==> src/core/ieb_pkg.sv <==
/*
 * constants of the interrupt enable bank: register offsets, bit
 * positions, write masks and reset values.
 * assumes an 8-bit register port with byte-wide offsets.
 */
package ieb_pkg;
  // register offsets on the 8-bit register port
  localparam logic [7:0] OFF_MAIN      = 8'hA8;
  localparam logic [7:0] OFF_AUX       = 8'hA9;
  localparam logic [7:0] OFF_STAT_MAIN = 8'hB4;
  localparam logic [7:0] OFF_STAT_AUX  = 8'hB5;
  localparam logic [7:0] OFF_MASK_MAIN = 8'hB6;
  localparam logic [7:0] OFF_MASK_AUX  = 8'hB7;
  // main enable register fields
  localparam int GATE_BIT = 7;
  localparam int T2_BIT   = 5;
  localparam int U1_BIT   = 4;
  localparam int T1_BIT   = 3;
  localparam int X1_BIT   = 2;
  localparam int T0_BIT   = 1;
  localparam int X0_BIT   = 0;
  // auxiliary enable register fields
  localparam int PWM_BIT  = 7;
  localparam int TW_BIT   = 6;
  localparam int U2_BIT   = 5;
  localparam int SPI_BIT  = 4;
  localparam int ADC_BIT  = 3;
  localparam int XLV_BIT  = 2;
  localparam int P1_BIT   = 1;
  localparam int T3_BIT   = 0;
  // writable bits and reset values
  localparam logic [7:0] MAIN_WMASK = 8'hBF;
  localparam logic [7:0] AUX_WMASK  = 8'hFF;
  localparam logic [7:0] RST_ENABLE = 8'h00;
  localparam logic [7:0] RST_STATUS = 8'h00;
  localparam logic [7:0] RST_MASK   = 8'h00;
  localparam logic [7:0] RD_NONE    = 8'h00;
endpackage

==> src/core/ieb_bank_if.sv <==
/*
 * bundle of one enable bank: raw requests, enables, global gate and
 * the gated requests.
 * assumes one instance per enable register inside the top module.
 */
`timescale 1ns/10ps
interface ieb_bank_if;
  logic [7:0] req;    // raw source requests
  logic [7:0] en;     // per-source enables
  logic       gate;   // global gate
  logic [7:0] gated;  // requests passed on
  // gating logic side
  modport gate_side (input req, input en, input gate, output gated);
  // status logic side
  modport stat_side (input gated);
endinterface

==> src/core/ieb_top.sv <==
/*
 * interrupt enable bank: main and auxiliary enable registers that
 * gate the microcontroller's interrupt sources toward the core, plus
 * the wake-up enables for stop and halt mode, a sticky event status
 * with mask and one summary interrupt line.
 * assumes request inputs are levels synchronous to clock and that the
 * register port follows a one-cycle strobe protocol.
 */
// Operation
// - global gate low blocks every request toward the core; status already set still drives irq
// - main bit 5 enables timer 2
// - main bit 4 enables uart 1
// - main bit 3 enables timer 1
// - main bit 2 enables pin 1, wake
// - main bit 1 enables timer 0
// - main bit 0 enables pin 0, wake
// - aux bit 7 enables pwm group
// - aux bits 6..4: two-wire, uart 2, spi
// - aux bit 3 enables adc and touch
// - aux bit 2: pins 2-9, wake, lowvolt
// - aux bit 1 enables port 1 change
// - aux bit 0: timer 3, halt wake
`timescale 1ns/10ps
module ieb_top (
  // clock and reset
  input  wire logic       clock,
  input  wire logic       reset_n,
  // register port
  input  wire logic [7:0] reg_addr,
  input  wire logic [7:0] reg_wdata,
  input  wire logic       reg_write,
  input  wire logic       reg_read,
  output logic      [7:0] reg_rdata,
  // main bank sources
  input  wire logic       timer0_req,
  input  wire logic       timer1_req,
  input  wire logic       timer2_req,
  input  wire logic       uart1_req,
  input  wire logic       ext_pin0,
  input  wire logic       ext_pin1,
  // auxiliary bank sources
  input  wire logic       pwm_group_req,
  input  wire logic       two_wire_req,
  input  wire logic       uart2_req,
  input  wire logic       spi_req,
  input  wire logic       adc_touch_req,
  input  wire logic [7:0] ext_pins_2_to_9,
  input  wire logic       low_voltage_detect,
  input  wire logic       port1_change_req,
  input  wire logic       timer3_req,
  // gated requests toward the core
  output logic      [7:0] main_irq_out,
  output logic      [7:0] aux_irq_out,
  // wake-up requests toward power control
  output logic            stop_halt_wake,
  output logic            halt_wake,
  // summary interrupt
  output logic            irq
);

  // ------------------------------------------------------------------
  // declarations
  // ------------------------------------------------------------------
  logic       rst_meta_n;       // first reset stage
  logic       rst_n;            // released reset for the design
  logic [7:0] irq_enable_main;  // main enable register
  logic [7:0] irq_enable_aux;   // auxiliary enable register
  logic [7:0] mask_main;        // status mask, main layout
  logic [7:0] mask_aux;         // status mask, auxiliary layout
  logic [7:0] status_main;      // sticky status, main layout
  logic [7:0] status_aux;       // sticky status, auxiliary layout
  logic       pend_main;        // unmasked main event pending
  logic       pend_aux;         // unmasked aux event pending
  logic       clr_main;         // read of main status
  logic       clr_aux;          // read of aux status
  logic [7:0] next_rdata;       // read mux result
  logic       pins_2_9_any;     // any of the upper external pins
  logic       global_irq_gate;  // main register bit 7

  // one bundle per enable register
  ieb_bank_if main_bank ();
  ieb_bank_if aux_bank ();

  // ------------------------------------------------------------------
  // address decode shared by read and write paths
  // ------------------------------------------------------------------
  function automatic logic hit(input logic [7:0] addr,
                               input logic [7:0] off);
    hit = (addr == off);
  endfunction

  // ------------------------------------------------------------------
  // reset release
  // ------------------------------------------------------------------

  // two-stage release of the asynchronous reset
  always_ff @(posedge clock or negedge reset_n) begin
    if (!reset_n) begin
      rst_meta_n <= 1'b0;
      rst_n      <= 1'b0;
    end else begin
      rst_meta_n <= 1'b1;
      rst_n      <= rst_meta_n;
    end
  end

  // ------------------------------------------------------------------
  // enable registers
  // ------------------------------------------------------------------

  // main enable register; unused bit is never stored
  always_ff @(posedge clock or negedge rst_n) begin
    if (!rst_n) begin
      irq_enable_main <= ieb_pkg::RST_ENABLE;
    end else if (reg_write && hit(reg_addr, ieb_pkg::OFF_MAIN)) begin
      irq_enable_main <= reg_wdata & ieb_pkg::MAIN_WMASK;
    end
  end

  // auxiliary enable register; every bit writable
  always_ff @(posedge clock or negedge rst_n) begin
    if (!rst_n) begin
      irq_enable_aux <= ieb_pkg::RST_ENABLE;
    end else if (reg_write && hit(reg_addr, ieb_pkg::OFF_AUX)) begin
      irq_enable_aux <= reg_wdata & ieb_pkg::AUX_WMASK;
    end
  end

  // ------------------------------------------------------------------
  // mask registers
  // ------------------------------------------------------------------

  // main-layout mask; unused bit kept at zero
  always_ff @(posedge clock or negedge rst_n) begin
    if (!rst_n) begin
      mask_main <= ieb_pkg::RST_MASK;
    end else if (reg_write && hit(reg_addr, ieb_pkg::OFF_MASK_MAIN)) begin
      mask_main <= reg_wdata & ieb_pkg::MAIN_WMASK;
    end
  end

  // auxiliary-layout mask
  always_ff @(posedge clock or negedge rst_n) begin
    if (!rst_n) begin
      mask_aux <= ieb_pkg::RST_MASK;
    end else if (reg_write && hit(reg_addr, ieb_pkg::OFF_MASK_AUX)) begin
      mask_aux <= reg_wdata & ieb_pkg::AUX_WMASK;
    end
  end

  // ------------------------------------------------------------------
  // main bank request assembly
  // ------------------------------------------------------------------

  // global gate sits in the top bit of the main register
  assign global_irq_gate = irq_enable_main[ieb_pkg::GATE_BIT];

  // source lines placed at their enable positions
  always_comb begin
    main_bank.req                  = 8'h00;
    main_bank.req[ieb_pkg::T2_BIT] = timer2_req;
    main_bank.req[ieb_pkg::U1_BIT] = uart1_req;
    main_bank.req[ieb_pkg::T1_BIT] = timer1_req;
    main_bank.req[ieb_pkg::X1_BIT] = ext_pin1;
    main_bank.req[ieb_pkg::T0_BIT] = timer0_req;
    main_bank.req[ieb_pkg::X0_BIT] = ext_pin0;
  end

  // enables, with the gate bit itself removed from the vector
  assign main_bank.en = irq_enable_main &
                        ~(8'h01 << ieb_pkg::GATE_BIT);
  // same global gate drives both banks
  assign main_bank.gate = global_irq_gate;

  // ------------------------------------------------------------------
  // auxiliary bank request assembly
  // ------------------------------------------------------------------

  // upper pins share one enable with each other
  assign pins_2_9_any = |ext_pins_2_to_9;

  // source lines placed at their enable positions
  always_comb begin
    aux_bank.req                   = 8'h00;
    aux_bank.req[ieb_pkg::PWM_BIT] = pwm_group_req;
    aux_bank.req[ieb_pkg::TW_BIT]  = two_wire_req;
    aux_bank.req[ieb_pkg::U2_BIT]  = uart2_req;
    aux_bank.req[ieb_pkg::SPI_BIT] = spi_req;
    aux_bank.req[ieb_pkg::ADC_BIT] = adc_touch_req;
    aux_bank.req[ieb_pkg::XLV_BIT] = pins_2_9_any |
                                     low_voltage_detect;
    aux_bank.req[ieb_pkg::P1_BIT]  = port1_change_req;
    aux_bank.req[ieb_pkg::T3_BIT]  = timer3_req;
  end

  // every aux bit is an enable
  assign aux_bank.en = irq_enable_aux;
  // aux sources obey the global gate too
  assign aux_bank.gate = global_irq_gate;

  // ------------------------------------------------------------------
  // gating
  // ------------------------------------------------------------------

  // main bank gating
  ieb_gate u_gate_main (
    .bank (main_bank)
  );

  // auxiliary bank gating
  ieb_gate u_gate_aux (
    .bank (aux_bank)
  );

  // gated requests leave as levels toward the core
  assign main_irq_out = main_bank.gated;
  assign aux_irq_out  = aux_bank.gated;

  // ------------------------------------------------------------------
  // wake-up paths
  // ------------------------------------------------------------------

  // pin wake needs only the pin's own enable, not the global gate
  assign stop_halt_wake =
      (ext_pin0 & irq_enable_main[ieb_pkg::X0_BIT]) |
      (ext_pin1 & irq_enable_main[ieb_pkg::X1_BIT]) |
      (pins_2_9_any & irq_enable_aux[ieb_pkg::XLV_BIT]);

  // halt also wakes on timer 3
  assign halt_wake = stop_halt_wake |
      (timer3_req & irq_enable_aux[ieb_pkg::T3_BIT]);

  // ------------------------------------------------------------------
  // event status
  // ------------------------------------------------------------------

  // a read strobe on a status offset clears it
  assign clr_main = reg_read && hit(reg_addr, ieb_pkg::OFF_STAT_MAIN);
  assign clr_aux  = reg_read && hit(reg_addr, ieb_pkg::OFF_STAT_AUX);

  // sticky status for main-layout events
  ieb_sticky u_stat_main (
    .clock   (clock),
    .rst_n   (rst_n),
    .bank    (main_bank),
    .clear   (clr_main),
    .mask    (mask_main),
    .status  (status_main),
    .pending (pend_main)
  );

  // sticky status for aux-layout events
  ieb_sticky u_stat_aux (
    .clock   (clock),
    .rst_n   (rst_n),
    .bank    (aux_bank),
    .clear   (clr_aux),
    .mask    (mask_aux),
    .status  (status_aux),
    .pending (pend_aux)
  );

  // level interrupt while any unmasked status bit is set
  assign irq = pend_main | pend_aux;

  // ------------------------------------------------------------------
  // read path
  // ------------------------------------------------------------------

  // read mux; unmapped offsets read zero
  always_comb begin
    next_rdata = ieb_pkg::RD_NONE;
    if (hit(reg_addr, ieb_pkg::OFF_MAIN)) begin
      // unused bit never stored, reads zero
      next_rdata = irq_enable_main;
    end else if (hit(reg_addr, ieb_pkg::OFF_AUX)) begin
      next_rdata = irq_enable_aux;
    end else if (hit(reg_addr, ieb_pkg::OFF_STAT_MAIN)) begin
      next_rdata = status_main;
    end else if (hit(reg_addr, ieb_pkg::OFF_STAT_AUX)) begin
      next_rdata = status_aux;
    end else if (hit(reg_addr, ieb_pkg::OFF_MASK_MAIN)) begin
      next_rdata = mask_main;
    end else if (hit(reg_addr, ieb_pkg::OFF_MASK_AUX)) begin
      next_rdata = mask_aux;
    end
  end

  // read data stand for one cycle after the strobe, else zero
  always_ff @(posedge clock or negedge rst_n) begin
    if (!rst_n) begin
      reg_rdata <= ieb_pkg::RD_NONE;
    end else if (reg_read) begin
      reg_rdata <= next_rdata;
    end else begin
      reg_rdata <= ieb_pkg::RD_NONE;
    end
  end

endmodule

==> src/core/ieb_gate.sv <==
/*
 * per-bit gating of one bank of interrupt requests.
 * assumes request and enable vectors share one bit layout.
 */
`timescale 1ns/10ps
module ieb_gate (
  // bank bundle
  ieb_bank_if.gate_side bank
);
  // one and-gate per source
  genvar i;
  generate
    for (i = 0; i < 8; i++) begin : g_bit
      // blocked while the global gate is low
      assign bank.gated[i] = bank.req[i] & bank.en[i] & bank.gate;
    end
  endgenerate
endmodule

==> src/core/ieb_sticky.sv <==
/*
 * sticky status bits for one bank, set on a rising gated request,
 * cleared by a read, with a mask onto one pending flag.
 * assumes clear is a one-cycle pulse on the register read strobe.
 */
`timescale 1ns/10ps
module ieb_sticky (
  // clock and reset
  input  wire logic       clock,
  input  wire logic       rst_n,
  // gated requests
  ieb_bank_if.stat_side   bank,
  // software side
  input  wire logic       clear,
  input  wire logic [7:0] mask,
  output logic      [7:0] status,
  output logic            pending
);
  logic [7:0] prev;        // gated requests one cycle ago
  logic [7:0] rise;        // new events this cycle
  logic [7:0] next_status; // status after this cycle

  // rising edge of each gated request
  assign rise = bank.gated & ~prev;
  // set wins over a clear in the same cycle
  assign next_status = rise | (status & ~({8{clear}}));

  // previous request sample
  always_ff @(posedge clock or negedge rst_n) begin
    if (!rst_n) begin
      prev <= 8'h00;
    end else begin
      prev <= bank.gated;
    end
  end

  // sticky status
  always_ff @(posedge clock or negedge rst_n) begin
    if (!rst_n) begin
      status <= ieb_pkg::RST_STATUS;
    end else begin
      status <= next_status;
    end
  end

  // any unmasked bit pending
  assign pending = |(status & mask);
endmodule

==> config.mk <==
export PLATFORM = sky130hd
export DESIGN_NAME = ieb_top
export DESIGN_NICKNAME = d
export VERILOG_FILES = /design/src/core/ieb_pkg.sv /design/src/core/ieb_bank_if.sv /design/src/core/ieb_top.sv /design/src/core/ieb_gate.sv /design/src/core/ieb_sticky.sv
export SDC_FILE = /design/constraint.sdc
export NUM_CORES = 1
export LEC_CHECK = 0
export BUFFER_PORTS_ARGS = -buffer_cell sky130_fd_sc_hd__buf_4
export CAP_MARGIN = 40
export CORE_ASPECT_RATIO = 0.7
export CORE_MARGIN = 8
export CORE_UTILIZATION = 54
export DETAILED_ROUTE_END_ITERATION = 16
export PLACE_DENSITY_LB_ADDON = 0.05
export SLEW_MARGIN = 40
export SYNTH_ARGS = -nofsm -noshare
export SYNTH_HDL_FRONTEND = slang
export SYNTH_SLANG_ARGS = --single-unit
==> constraint.sdc <==
create_clock -name clock -period 2.7 [get_ports clock]
set_clock_uncertainty 0.2 [all_clocks]
set_input_delay 0.405 -clock clock [delete_from_list [all_inputs] [get_ports clock]]
set_output_delay 0.405 -clock clock [all_outputs]
set_load 0.1 [all_outputs]
Word level (Yosys, flattened, before mapping)
Index checks and enable logic that the tools add are counted.

storage, ports and cells
  output and inout bits = 27
  flip-flop bits (word level) = 70
  logic and storage cells = 79
  input bits = 42

operators by class
  bitwise gates (word level) = 46
  multiplexer cells = 7
  reduce and logical (&&, ||, !) cells = 9
  equal/unequal tests = 6

operators by type and width
  cell                  number
  $mux W8               7
  $eq A8 B8 Y1 const B  6
  $and A8 B8 Y8         5
  $and A1 B1 Y1         29
  $not A8 Y8            3
  $reduce_or A8 Y1      3
  $or A8 B8 Y8          2
  $and A6 B8 Y8         1
  $not A6 Y8            1
  $logic_and A1 B1 Y1   6
  $or A1 B1 Y1          5

Depth between registers and ports, before layout
  depth in word-level cells = 8
  gate-level depth with buffers = 6
  mapped depth without buffers = 4

Modules after synthesis
Synthesis repeated with hierarchy kept, for this count alone.

second synthesis, totals
  cell total of the unflattened synthesis = 260
  area, all modules = 3238.1 µm²

modules (own cells, without submodules)
  module      sequential area each (µm²)  cells each  times used  area an instance (µm²)
  ieb_top     1001.0                      152         1           1996.9
  ieb_sticky  400.4                       46          2           570.5
  ieb_gate    0.0                         8           2           50.0

Worst setup path before layout
Ideal clock, no wire load.

  path kind = register -> output
  from = register mask_main[3]
  to = output port irq
  cell stages (with the launch flop) = 4
  arrival = 1.744 ns
  setup slack = 0.351 ns
  buffers on the path = 0
  required time = 2.095 ns
  cell sequence = dfrtp_1 a222oi_1 and3_1 nand4_1

between the ends
  longest elaborated chain between the ends = 3

RTL lines
  element                 RTL line          RTL
  from (decl)             ieb_top.sv:68     logic [7:0] mask_main;
  from (signal assigned)  ieb_top.sv:136    mask_main <= ieb_pkg::RST_MASK;
  from (signal assigned)  ieb_top.sv:138    mask_main <= reg_wdata & ieb_pkg::MAIN_WMASK;
  $and A8 B8 Y8           ieb_sticky.sv:47  assign pending = |(status & mask);
  $reduce_or A8 Y1        ieb_sticky.sv:47
  $or A1 B1 Y1            ieb_top.sv:264    assign irq = pend_main | pend_aux;
  to (decl)               ieb_top.sv:58     output logic irq

Every way passes these cells.

Worst setup path after layout
  from = register irq_enable_main[7]
  to = output port main_irq_out[3]

between the ends
  longest elaborated chain between the ends = 1

RTL lines
  element                 RTL line        RTL
  from (decl)             ieb_top.sv:66   logic [7:0] irq_enable_main;
  from (signal assigned)  ieb_top.sv:114  irq_enable_main <= ieb_pkg::RST_ENABLE;
  from (signal assigned)  ieb_top.sv:116  irq_enable_main <= reg_wdata & ieb_pkg::MAIN_WMASK;
  $and A1 B1 Y1           ieb_gate.sv:15  assign bank.gated[i] = bank.req[i] & bank.en[i] & bank.gate;
  to (decl)               ieb_top.sv:52   output logic [7:0] main_irq_out,

Every way passes these cells.

==> flow_summary.toml <==
[critical_path]
crit_buf_inv = 1
cp.arrival_ns = 1.73
critical-path-max-stage-delay_ns = 0.74
regToRegSetupSlack_ns = 1.23
critPathLaunchType = "flip-flop"
required_ns = 2.10
cp_max_fo = 16
end_kind = "primary output"
critPathTopFamily = "flip-flops"
critical_path.cell_chain = "and3_1, buf_4"
slowest_stage = "dfrtp_1"
crit_type = "reg2out"

[synthesis]
syn_area_um2 = 3130
synth_cells = 252
synth_compound_area_frac = 0.128
synthFlopType = "dfrtp_1"
yosys.area_share.simple = 0.115
synth.distinct_cells = 38
muxShareOfSynthArea = 0.140
ys_seq_area_frac = 0.559
yosysWarnings = 0
ys_seq_elements = 70
synth_top_family_by_area = "multiplexers"
synthAdderAreaFrac = 0
synth_xor_area_frac = 0
synth_edf_count = 0
synth.avg_cell_area_um2 = 12.4
synthArstFlopShare = 1.00

[grt]
met3_usage = 0.0661
grt_pass1_vias = 2376
met1_usage = 0.263
grt_overflow = 0
grt_pass1_wl_um = 12500
use_met2 = 0.280
grt_max_degree = 31
top_usage_layer = "met2"
antenna_found_initial = 0
track_usage = 0.192

[clock_tree]
cts_buffers = 9
clock-sinks = 70
cts_tree = "built"
cts_max_level = 3
post-cts-setup-buffers = 0
root_buffer = "clkbuf_8"
postCtsHoldBufs = 1
cts_buffer_depth = 2
clock_latency_ns = 0.33
cts-resized-gates = 0
clkTransAtPathRegs_ns = 0.07

[placed_design]
dp.final_hpwl_um = 5680
portBuffers = 66
gp_congestion = 0.858

[detailed_routing]
route.antenna.remaining_nets = 0
wirelength_um = 7850
routedWlPerCell_um = 19.4
dr.first_iter.drc_count = 170
via_per_inst = 5.74
drt_pass1_iterations = 5
drc = 0
vias = 2326

[timing]
max_slew_margin = 0.585
worst_pin_slew_ns = 0.622
rsz0062_at_grt = "false"
setup_violations = 0
min_period_over_period = 0.864
hold_violations = 0
max_freq_mhz = 429
min_period_ns = 2.33
drv_slew = 0
setup_tns_ns = 0

[power]
p_leak_nw = 2.01
powerDensity_nw_per_um2 = 551
total_power_mw = 2.16
peakVddDrop_v = 0.000403

[die]
initial_core_util = 0.552
pin_count = 69
die_area_um2 = 8530
die-height_um = 79.7
core_um2 = 5670
rows = 23
die_w_um = 107

[status]
status = "completed"

[final_layout]
fin_nets = 367
antenna-diode-count = 0
drive_gt1_frac = 0.394
layout-area-overhead-vs-synth_pct = 25.2

[worst_hold_path]
hp-class = "reg2async"

[job]
drv_cap = 0
==> synth_stat cells, types with 2 or more instances <==
library cell  number  area share
buf_1              2      0.0024
dfrtp_1           70        0.56
a21oi_1            8       0.013
and3_1            14       0.028
nand4_1            4      0.0080
nor4_1             2      0.0040
inv_1             29       0.035
o221a_2            7       0.025
buf_4              3      0.0072
a22o_1            21       0.059
mux2i_1            7       0.022
nand2_1            7      0.0084
nor3_1            13       0.021
buf_2              2      0.0032
nor2b_1            2      0.0040
and2_1             2      0.0040
conb_1             2      0.0024
a31oi_1            2      0.0040
and3b_1            2      0.0056
mux2_4             8       0.038
a22oi_1            4      0.0096
clkbuf_1           3      0.0036
mux2_2            22       0.079
a222oi_1           2      0.0064
==> final timing paths <==
| path | startpoint | to | cells past startpoint |
|---|---|---|---|
| setup / recovery | irq_enable_main[7] | main_irq_out[3] | 2 |
| hold / removal | rst_n | u_stat_main.status[5] | 0 |
| setup reg to reg | irq_enable_main[7] | u_stat_main.status[3] | 2 |
| hold reg to reg | rst_n | u_stat_main.status[5] | 0 |
| max in group asynchronous | rst_n | mask_main[0] | 1 |
| min in group clock | reg_wdata[6] | mask_aux[6] | 2 |
==> cell type report <==
class | count | area [µm²]
Timing Repair Buffer | 72 | 556
Sequential cell | 70 | 1750
Clock inverter | 6 | 61.3
Multi-Input combinational cell | 143 | 1210
Tap cell | 75 | 93.8
Fill cell | 428 | 1750
Inverter | 29 | 109
Clock buffer | 10 | 138
==> sequential cells by signal (all words and copies together), names as in the netlist, 7 cells and up <==
register and count:
mask_aux 8, irq_enable_main 7, reg_rdata 8, u_stat_aux.status 8
mask_main 7, u_stat_aux.prev 8, u_stat_main.status 8, aux_bank.en 8
==> stage by stage <==
| stage | area [µm²] | std cells | util | hold slack [ns] | worst slack, ns |
|---|---|---|---|---|---|
| 3_5_place_dp | 3710 | 388 | 0.655 | -0.0104 | 0.233 |
| 2_1_floorplan | 3140 | 253 | - | -0.0906 | 0.351 |
| 6_report | 3920 | 405 | 0.692 | 0.0894 | 0.367 |
| 3_3_place_gp | 3710 | 388 | 0.655 | -0.0122 | 0.296 |
| 4_1_cts | 3920 | 405 | 0.692 | 0.103 | 0.348 |
| 5_1_grt | 3920 | 405 | 0.692 | 0.0970 | 0.282 |
==> report_power, final <==
group          switching, mW  internal [mW]  leakage (nW)  total (mW)
Sequential            0.0403           1.08         0.966        1.12
Clock                  0.378          0.448         0.102       0.826
Combinational          0.120         0.0947         0.942       0.215
Total                  0.538           1.62          2.01        2.16
==> logic make-up after synthesis <==
group	count (synthesis)
AND/OR/NAND/NOR	55
buffers and inverters	40
flip-flops	70
multiplexers	37
other	2
AO/OA/AOI/OAI	48
==> cell usage in the layout, fill, tap and decap left out, drive strengths merged, types with 2 or more instances in the layout <==
| cell | count |
|---|---|
| clkinv | 4 |
| nand2 | 7 |
| and3 | 14 |
| a22o | 21 |
| mux2i | 7 |
| conb | 3 |
| inv | 29 |
| a22oi | 4 |
| a222oi | 2 |
| nand4 | 4 |
| nor3 | 14 |
| nor2b | 2 |
| buf | 71 |
| clkbuf | 10 |
| dfrtp | 70 |
| nor4 | 2 |
| a21oi | 8 |
| a31oi | 2 |
| mux2 | 30 |
| and3b | 2 |
| and2 | 2 |
| o221a | 7 |
==> layer usage <==
metal / wire, µm / vias up
li1: - / 1067
met1: 3530 / 1148
met2: 3500 / 101
met3: 753 / 10
met4: 66 / 0
met5: 0 / -
==> worst reg2reg max path: cells and delay by family, from the launching register on <==
kind | cells | cell delay (ns)
flip-flops | 1 | 0.74
AND/OR/NAND/NOR | 1 | 0.34
AO/OA/AOI/OAI | 1 | 0.14
(Power assumes the default switching activity.)
